[config.mk]
export PLATFORM = sky130hd
export DESIGN_NAME = comparator_dac_control
export DESIGN_NICKNAME = d
export VERILOG_FILES = /design/src/comparator_dac_pkg.sv /design/src/level_sync.sv /design/src/comparator_dac_control.sv
export VERILOG_INCLUDE_DIRS = /design/src /design/src/src
export SDC_FILE = /design/constraint.sdc
export NUM_CORES = 1
export LEC_CHECK = 0
export BUFFER_PORTS_ARGS = -buffer_cell sky130_fd_sc_hd__buf_4
export CORE_ASPECT_RATIO = 1.5
export CORE_UTILIZATION = 30
export CTS_CLUSTER_SIZE = 10
export DETAILED_ROUTE_END_ITERATION = 10
export GPL_ROUTABILITY_DRIVEN = 0
export PLACE_DENSITY = 0.52
export SYNTH_ARGS = -nofsm -noshare
export SYNTH_HDL_FRONTEND = slang
export SYNTH_SLANG_ARGS = --single-unit
[constraint.sdc]
create_clock -name ref_clk_in -period 2.95 [get_ports ref_clk_in]
set_input_delay 0.295 -clock ref_clk_in [delete_from_list [all_inputs] [get_ports ref_clk_in]]
set_output_delay 0.295 -clock ref_clk_in [all_outputs]
set_load 0.1 [all_outputs]
[src/comparator_dac_map.svh]
/*
  register offsets, field positions and reset values of the comparator
  and reference ladder control block.
  assumes an 8-bit register port with a 3-bit byte address.
*/
`ifndef COMPARATOR_DAC_MAP_SVH
`define COMPARATOR_DAC_MAP_SVH

// ==========================================================================
// register offsets
`define OFS_CONTROL_STATUS  3'h0
`define OFS_INPUT_SELECT    3'h1
`define OFS_DAC_CONTROL     3'h2
`define OFS_INPUT_PIN_EN    3'h3
`define OFS_IRQ_STATUS      3'h4
`define OFS_IRQ_CLEAR       3'h5
`define OFS_IRQ_ENABLE      3'h6

// ==========================================================================
// control/status field positions
`define CS_ON_BIT           7
`define CS_HYST_BIT         6
`define CS_FLAG_BIT         5
`define CS_IRQ_EN_BIT       4
`define CS_RESULT_BIT       3
`define CS_PIN_EN_BIT       2
`define CS_MODE_HI          1
`define CS_MODE_LO          0

// ==========================================================================
// input select, ladder control, pin enable and interrupt field positions
`define SEL_POS_HI          5
`define SEL_POS_LO          4
`define SEL_NEG_HI          1
`define SEL_NEG_LO          0
`define DAC_EN_BIT          7
`define DAC_REF_BIT         6
`define DAC_CODE_HI         5
`define DAC_CODE_LO         0
`define PIN_EN_HI           2
`define PIN_EN_LO           0
`define IRQ_EDGE_BIT        0

// ==========================================================================
// edge sensitivity codes and reset values
`define MODE_RISING         2'h1
`define MODE_BOTH           2'h3
`define RESET_BYTE          8'h00
`define RESET_BIT           1'h0

`endif

[src/comparator_dac_pkg.sv]
/*
  types shared by the comparator and reference ladder control logic.
  assumes the map header supplies every numeric constant.
*/
package comparator_dac_pkg;

  // ========================================================================
  // field types
  typedef logic [1:0] input_sel_t;
  typedef logic [5:0] level_code_t;

  // ========================================================================
  // settings carried to the analog core, ladder and pads
  typedef struct packed {
    logic        comparator_on;
    logic        hysteresis_select;
    input_sel_t  positive_input_select;
    input_sel_t  negative_input_select;
    logic        ladder_enable;
    logic        ladder_reference_select;
    level_code_t ladder_level_code;
    logic [2:0]  analog_pin_enable;
  } analog_ctrl_s;

  // ========================================================================
  // register port request
  typedef struct packed {
    logic [2:0] addr;
    logic [7:0] wdata;
    logic       wr;
    logic       rd;
  } reg_req_s;

endpackage

[src/level_sync.sv]
/*
  two-stage synchroniser for one level.
  assumes one clock and a synchronous active-high reset.
*/
`timescale 1ns/100ps

module level_sync (
  input  wire logic ref_clk_in,
  input  wire logic reset_in,
  input  wire logic async_in,
  output logic      sync_out
);

  logic meta_reg;

  // ========================================================================
  // first stage feeds only the second stage
  always_ff @(posedge ref_clk_in) begin
    if (reset_in) begin
      meta_reg <= 1'b0;
      sync_out <= 1'b0;
    end else begin
      meta_reg <= async_in;
      sync_out <= meta_reg;
    end
  end

endmodule

[src/comparator_dac_control.sv]
/*
  register and event logic for an analog comparator with a 6-bit
  reference ladder: byte registers, result synchronising, edge flag,
  interrupt and the settings driven to the analog core and pads.
  assumes the register master keeps strobes one cycle long and the
  raw comparator output may change at any time.
*/
// How it works
// - the result bit of control/status reads the synchronised result.
// - the result bit resets to zero and reads zero while switched off.
// - pin enable lets the result drive the pad, else the pad is idle.
// - sensitivity 00/10 falling, 01 rising, 11 both edges.
// - bits 5-4 of input select pick ext 0/1/2 or ladder as plus input.
// - bits 1-0 of input select pick the minus input the same way.
// - reserved bits read zero and ignore writes.
// - bit 7 of ladder control turns the ladder output on.
// - bit 6 of ladder control picks bandgap (0) or supply (1).
// - the 6-bit level code sets the ladder to ref/64 times code+1.
// - three pin enable bits each permit one external analog input.
// - bit 7 of control/status switches the comparator on.
// - a selected edge sets the flag; writing zero clears, one is no-op.
// - with the interrupt enable set, a set flag raises the request.
// - the raw result is synchronised before read-back and edge check.
`timescale 1ns/100ps
`include "comparator_dac_map.svh"

module comparator_dac_control
  import comparator_dac_pkg::*;
(
  input  wire logic        ref_clk_in,
  input  wire logic        reset_in,
  input  wire logic [2:0]  reg_addr_in,
  input  wire logic [7:0]  reg_wdata_in,
  input  wire logic        reg_wr_in,
  input  wire logic        reg_rd_in,
  output logic [7:0]       reg_rdata_out,
  input  wire logic        raw_compare_output_in,
  output analog_ctrl_s     analog_ctrl_out,
  output logic             result_pin_out,
  output logic             result_pin_oe_out,
  output logic             irq_out
);

  // ========================================================================
  // state
  reg_req_s   req;
  logic       sync_result;
  logic       prev_result_reg;
  logic       compare_result_reg;
  logic       edge_event_flag_reg;
  logic       edge_event_flag_next;
  logic       edge_irq_enable_reg;
  logic       result_pin_enable_reg;
  input_sel_t edge_sensitivity_reg;
  logic [7:0] rd_mux;

  // ========================================================================
  // request bundle and address decode
  assign req = '{addr: reg_addr_in, wdata: reg_wdata_in,
                 wr: reg_wr_in, rd: reg_rd_in};

  wire wr_cs     = req.wr && (req.addr == `OFS_CONTROL_STATUS);
  wire wr_sel    = req.wr && (req.addr == `OFS_INPUT_SELECT);
  wire wr_dac    = req.wr && (req.addr == `OFS_DAC_CONTROL);
  wire wr_pin    = req.wr && (req.addr == `OFS_INPUT_PIN_EN);
  wire wr_iclr   = req.wr && (req.addr == `OFS_IRQ_CLEAR);
  wire wr_ien    = req.wr && (req.addr == `OFS_IRQ_ENABLE);

  // ========================================================================
  // result synchroniser
  level_sync u_result_sync (
    .ref_clk_in (ref_clk_in),
    .reset_in   (reset_in),
    .async_in   (raw_compare_output_in),
    .sync_out   (sync_result)
  );

  // ========================================================================
  // edge detection, gated by the comparator switch
  wire is_on   = analog_ctrl_out.comparator_on;
  wire rising  = is_on && sync_result && !prev_result_reg;
  wire falling = is_on && !sync_result && prev_result_reg;

  // rising only for 01, both for 11, falling for 00 and 10
  wire edge_hit = (edge_sensitivity_reg == `MODE_RISING) ? rising :
                  (edge_sensitivity_reg == `MODE_BOTH) ? (rising || falling) :
                  falling;

  // flag clears on a zero write to control/status or a one to the clear
  // register; a new edge in the same cycle wins
  wire flag_clear = (wr_cs && !req.wdata[`CS_FLAG_BIT])
                  || (wr_iclr && req.wdata[`IRQ_EDGE_BIT]);
  assign edge_event_flag_next = edge_hit ? 1'b1 :
                                flag_clear ? 1'b0 :
                                edge_event_flag_reg;

  // ========================================================================
  // result tracking and edge flag
  always_ff @(posedge ref_clk_in) begin
    if (reset_in) begin
      prev_result_reg     <= `RESET_BIT;
      compare_result_reg  <= `RESET_BIT;
      edge_event_flag_reg <= `RESET_BIT;
    end else begin
      prev_result_reg     <= sync_result;
      compare_result_reg  <= is_on && sync_result;
      edge_event_flag_reg <= edge_event_flag_next;
    end
  end

  // ========================================================================
  // control/status writable fields
  always_ff @(posedge ref_clk_in) begin
    if (reset_in) begin
      analog_ctrl_out.comparator_on     <= `RESET_BIT;
      analog_ctrl_out.hysteresis_select <= `RESET_BIT;
      edge_irq_enable_reg               <= `RESET_BIT;
      result_pin_enable_reg             <= `RESET_BIT;
      edge_sensitivity_reg              <= 2'h0;
    end else if (wr_cs) begin
      analog_ctrl_out.comparator_on     <= req.wdata[`CS_ON_BIT];
      analog_ctrl_out.hysteresis_select <= req.wdata[`CS_HYST_BIT];
      edge_irq_enable_reg   <= req.wdata[`CS_IRQ_EN_BIT];
      result_pin_enable_reg <= req.wdata[`CS_PIN_EN_BIT];
      edge_sensitivity_reg  <= req.wdata[`CS_MODE_HI:`CS_MODE_LO];
    end else if (wr_ien) begin
      edge_irq_enable_reg <= req.wdata[`IRQ_EDGE_BIT];
    end
  end

  // ========================================================================
  // input select and pin enable; reserved bits are never stored
  always_ff @(posedge ref_clk_in) begin
    if (reset_in) begin
      analog_ctrl_out.positive_input_select <= 2'h0;
      analog_ctrl_out.negative_input_select <= 2'h0;
      analog_ctrl_out.analog_pin_enable     <= 3'h0;
    end else begin
      if (wr_sel) begin
        analog_ctrl_out.positive_input_select <=
          req.wdata[`SEL_POS_HI:`SEL_POS_LO];
        analog_ctrl_out.negative_input_select <=
          req.wdata[`SEL_NEG_HI:`SEL_NEG_LO];
      end
      if (wr_pin) begin
        analog_ctrl_out.analog_pin_enable <=
          req.wdata[`PIN_EN_HI:`PIN_EN_LO];
      end
    end
  end

  // ========================================================================
  // ladder control, all bits writable
  always_ff @(posedge ref_clk_in) begin
    if (reset_in) begin
      analog_ctrl_out.ladder_enable           <= `RESET_BIT;
      analog_ctrl_out.ladder_reference_select <= `RESET_BIT;
      analog_ctrl_out.ladder_level_code       <= 6'h00;
    end else if (wr_dac) begin
      analog_ctrl_out.ladder_enable <= req.wdata[`DAC_EN_BIT];
      analog_ctrl_out.ladder_reference_select <=
        req.wdata[`DAC_REF_BIT];
      // ladder taps code+1 sixty-fourths of the reference
      analog_ctrl_out.ladder_level_code <=
        req.wdata[`DAC_CODE_HI:`DAC_CODE_LO];
    end
  end

  // ========================================================================
  // read selection; unmapped offsets and reserved bits read zero
  wire [7:0] cs_view  = {analog_ctrl_out.comparator_on,
                         analog_ctrl_out.hysteresis_select,
                         edge_event_flag_reg, edge_irq_enable_reg,
                         compare_result_reg,
                         result_pin_enable_reg, edge_sensitivity_reg};
  wire [7:0] sel_view = {2'h0, analog_ctrl_out.positive_input_select,
                         2'h0, analog_ctrl_out.negative_input_select};
  wire [7:0] dac_view = {analog_ctrl_out.ladder_enable,
                         analog_ctrl_out.ladder_reference_select,
                         analog_ctrl_out.ladder_level_code};
  wire [7:0] pin_view = {5'h00, analog_ctrl_out.analog_pin_enable};

  always_comb begin
    unique case (req.addr)
      `OFS_CONTROL_STATUS: rd_mux = cs_view;
      `OFS_INPUT_SELECT:   rd_mux = sel_view;
      `OFS_DAC_CONTROL:    rd_mux = dac_view;
      `OFS_INPUT_PIN_EN:   rd_mux = pin_view;
      `OFS_IRQ_STATUS:     rd_mux = {7'h00, edge_event_flag_reg};
      `OFS_IRQ_ENABLE:     rd_mux = {7'h00, edge_irq_enable_reg};
      default:             rd_mux = `RESET_BYTE;
    endcase
  end

  // ========================================================================
  // registered outputs: read data, pad drive, interrupt
  always_ff @(posedge ref_clk_in) begin
    if (reset_in) begin
      reg_rdata_out     <= `RESET_BYTE;
      result_pin_out    <= `RESET_BIT;
      result_pin_oe_out <= `RESET_BIT;
      irq_out           <= `RESET_BIT;
    end else begin
      reg_rdata_out     <= req.rd ? rd_mux : `RESET_BYTE;
      result_pin_out    <= result_pin_enable_reg
                           && is_on && sync_result;
      result_pin_oe_out <= result_pin_enable_reg;
      irq_out           <= edge_irq_enable_reg
                           && edge_event_flag_next;
    end
  end

endmodule

==> results.tsv <==
metric	value	unit
netlist_area	1510	µm²
cts_hold_buf	0	
clk_latency	0.29	ns
power_density	501	nW/µm²
path_delay_family	buffers and inverters	
switchingPower	0.264	mW
p_comb_frac	0.123	
tightest_slew	0.460	ns
n_antenna_cell	0	
slew_headroom	0.689	
slew_viol_final	0	
antenna_found_initial	0	
via_count	1190	
post_cts_buffers	0	
min_path_cells	2	
gr-total-overflow	0	
nets	201	
min-delay-start	raw_compare_output_in	
ys_seq_elements	37	
clkPwrFrac	0.350	
cp_max_fo	19	
pin_count	44	
fin_crit_sh	0.446	
synthToLayoutAreaGrowth	28.7	%
p_int	0.711	mW
async_reset_ff_frac	0	
antenna_left	0	
grt_use_total	0.144	
ir_worst_vdd	0.224	mV
fp.dieH	88.9	µm
placed_cells	244	
path_buf_inv	2	
core_region_area	4850	µm²
path_clk_slew	0.07	ns
drtIter0Drc	47	
cts_made_buffers	5	
clock_skew	0.00598	ns
r2r_start	analog_ctrl_out[4]$_SDFFE_PP0P_	
p_seq_frac	0.528	
netlist_instances	146	
netSwitchingFraction	0.271	
ys_seq_area_frac	0.490	
power.total	0.975	mW
hp-class	in2reg	
worst-r2r-cell-count	2	
num_rows	31	
slowest_delay	0.44	ns
yosys-top-cells-area	dfxtp_1, mux2i_1, nor2_1	
die_w	60.0	µm
drc	0	
yosysTopAreaCellShare	0.490	
grt_pass1_wl	5500	µm
largest_register_ffs	16	
worstPathRequired	3.12	ns
tns	0	ns
r2r-end	reg_rdata_out[1]$_SDFF_PP0_	
p_leak	0.845	nW
start_kind	input port	
wire_per_inst	14.3	µm
synth_area_per_cell	10.4	µm²
regToRegSetupSlack	1.87	ns
setup_viol	0	
clk_path_buf_depth	2	
cp.arrival	1.49	ns
synth_edf_count	0	
path_cells	buf_4, nor4bb_2, buf_4, mux2i_1, nor2_1	
period_needed	1.32	ns
rsz0062_at_grt	no	
synth_flop_cell	dfxtp_1	
fmax	760	MHz
cts_max_level	2	
drive_above_1_share	0.317	
min_to	u_result_sync.meta_reg$_SDFF_PP0_	
cts_resized	0	
dp_hpwl	2550	µm
synth_nets	162	
synth_warnings	0	
start_util	0.312	
post_drt_via_cell_ratio	4.72	
crit_top_cell	buf_4	
crit_type	in2reg	
status	complete, no violations	
cts_tree	done	
final_cells	252	
grt_max_degree	32	
cp.depth	5	
cp_slowest_cell	nor4bb_2	
hold_violations	0	
crit_path_end_kind	flop	
dieArea	5330	µm²
clock-sinks	37	
firstDrtPassIters	5	
numPortBuffers	43	
wirelength	3590	µm
hold_ws	0.227	ns
synth.distinct_cells	35	
maxCapViolCount	0	
synth_area_leader_cell	dfxtp_1	
grt_pass1_vias	1119	
cts-root-buf	clkbuf_8	
-- power by group through the flow --
stage	clock, mW	sequential [mW]	combinational, mW
detailed placement	0	0.526	0.120
finish	0.341	0.515	0.120
floorplan	0	0.562	0.0465
CTS	0.348	0.515	0.120
global placement	0	0.526	0.119
global route	0.369	0.516	0.127
-- cells in the final DEF, fill, tap and decap left out, drive strengths merged, types with 2 or more instances in the layout --
master,synthesis,layout
a21oi,2,2
clkinv,0,2
clkbuf,5,6
dfxtp,37,37
nand2b,2,2
o21ai,3,3
mux2,4,4
a22oi,2,2
buf,7,44
nor2b,6,6
mux2i,24,24
o32ai,2,2
nand3,2,2
a31oi,2,2
nor2,24,24
inv,4,4
nor3,4,4
and3b,2,2
-- synthesized netlist by cell type (2+ instances only) --
| cell type | count |
|---|---|
| dfxtp_1 | 37 |
| mux2i_1 | 24 |
| nor2_1 | 24 |
| nor2b_1 | 6 |
| clkbuf_1 | 5 |
| inv_1 | 4 |
| mux2_2 | 4 |
| nor3_1 | 4 |
| buf_2 | 3 |
| a21oi_1 | 2 |
| a22oi_1 | 2 |
| a31oi_1 | 2 |
| and3b_1 | 2 |
| buf_6 | 2 |
| nand2b_1 | 2 |
| nand3_1 | 2 |
| o21ai_0 | 2 |
| o32ai_1 | 2 |
-- worst max path at each step --
| stage | start | end | slack (ns) |
|---|---|---|---|
| after global routing | reg_addr_in[1] | analog_ctrl_out[10]$_SDFFE_PP0P_ | 1.48 |
| after CTS | is_on$_SDFFE_PP0P_ | analog_ctrl_out[16] | 1.65 |
| final | reg_addr_in[1] | analog_ctrl_out[5]$_SDFFE_PP0P_ | 1.63 |
| after detailed placement | reg_addr_in[1] | analog_ctrl_out[4]$_SDFFE_PP0P_ | 1.35 |
| after global placement | reg_addr_in[1] | analog_ctrl_out[9]$_SDFFE_PP0P_ | 1.41 |
| after floorplan | analog_ctrl_out[4]$_SDFFE_PP0P_ | reg_rdata_out[1]$_SDFF_PP0_ | 1.45 |
-- layout make-up --
class | instances | area [µm²]
Multi-Input combinational cell | 93 | 694
Clock buffer | 6 | 72.6
Fill cell | 493 | 2900
Tap cell | 66 | 82.6
Timing Repair Buffer | 44 | 330
Clock inverter | 2 | 10.0
Inverter | 4 | 15.0
Sequential cell | 37 | 741
-- routing by layer --
layer / up-vias / GRT usage / part of all wire
met4: 0 / 0.0782 / 0.028
met1: 555 / 0.162 / 0.42
met2: 40 / 0.241 / 0.51
met5: - / 0 / 0
met3: 8 / 0.0391 / 0.049
li1: 587 / - / -
-- logic make-up after synthesis --
group | synth area share
AO/OA/AOI/OAI | 0.0604
multiplexers | 0.206
flip-flops | 0.490
buffers and inverters | 0.0546
AND/OR/NAND/NOR | 0.189
-- metrics by stage --
step,utilization,worst slack [ns],instance area [µm²]
2_1_floorplan,-,1.45,1510
3_3_place_gp,0.384,1.41,1860
3_5_place_dp,0.384,1.35,1860
4_1_cts,0.401,1.65,1950
5_1_grt,0.401,1.48,1950
6_report,0.401,1.63,1950
Note: power is estimated with default switching activity, not from simulation.
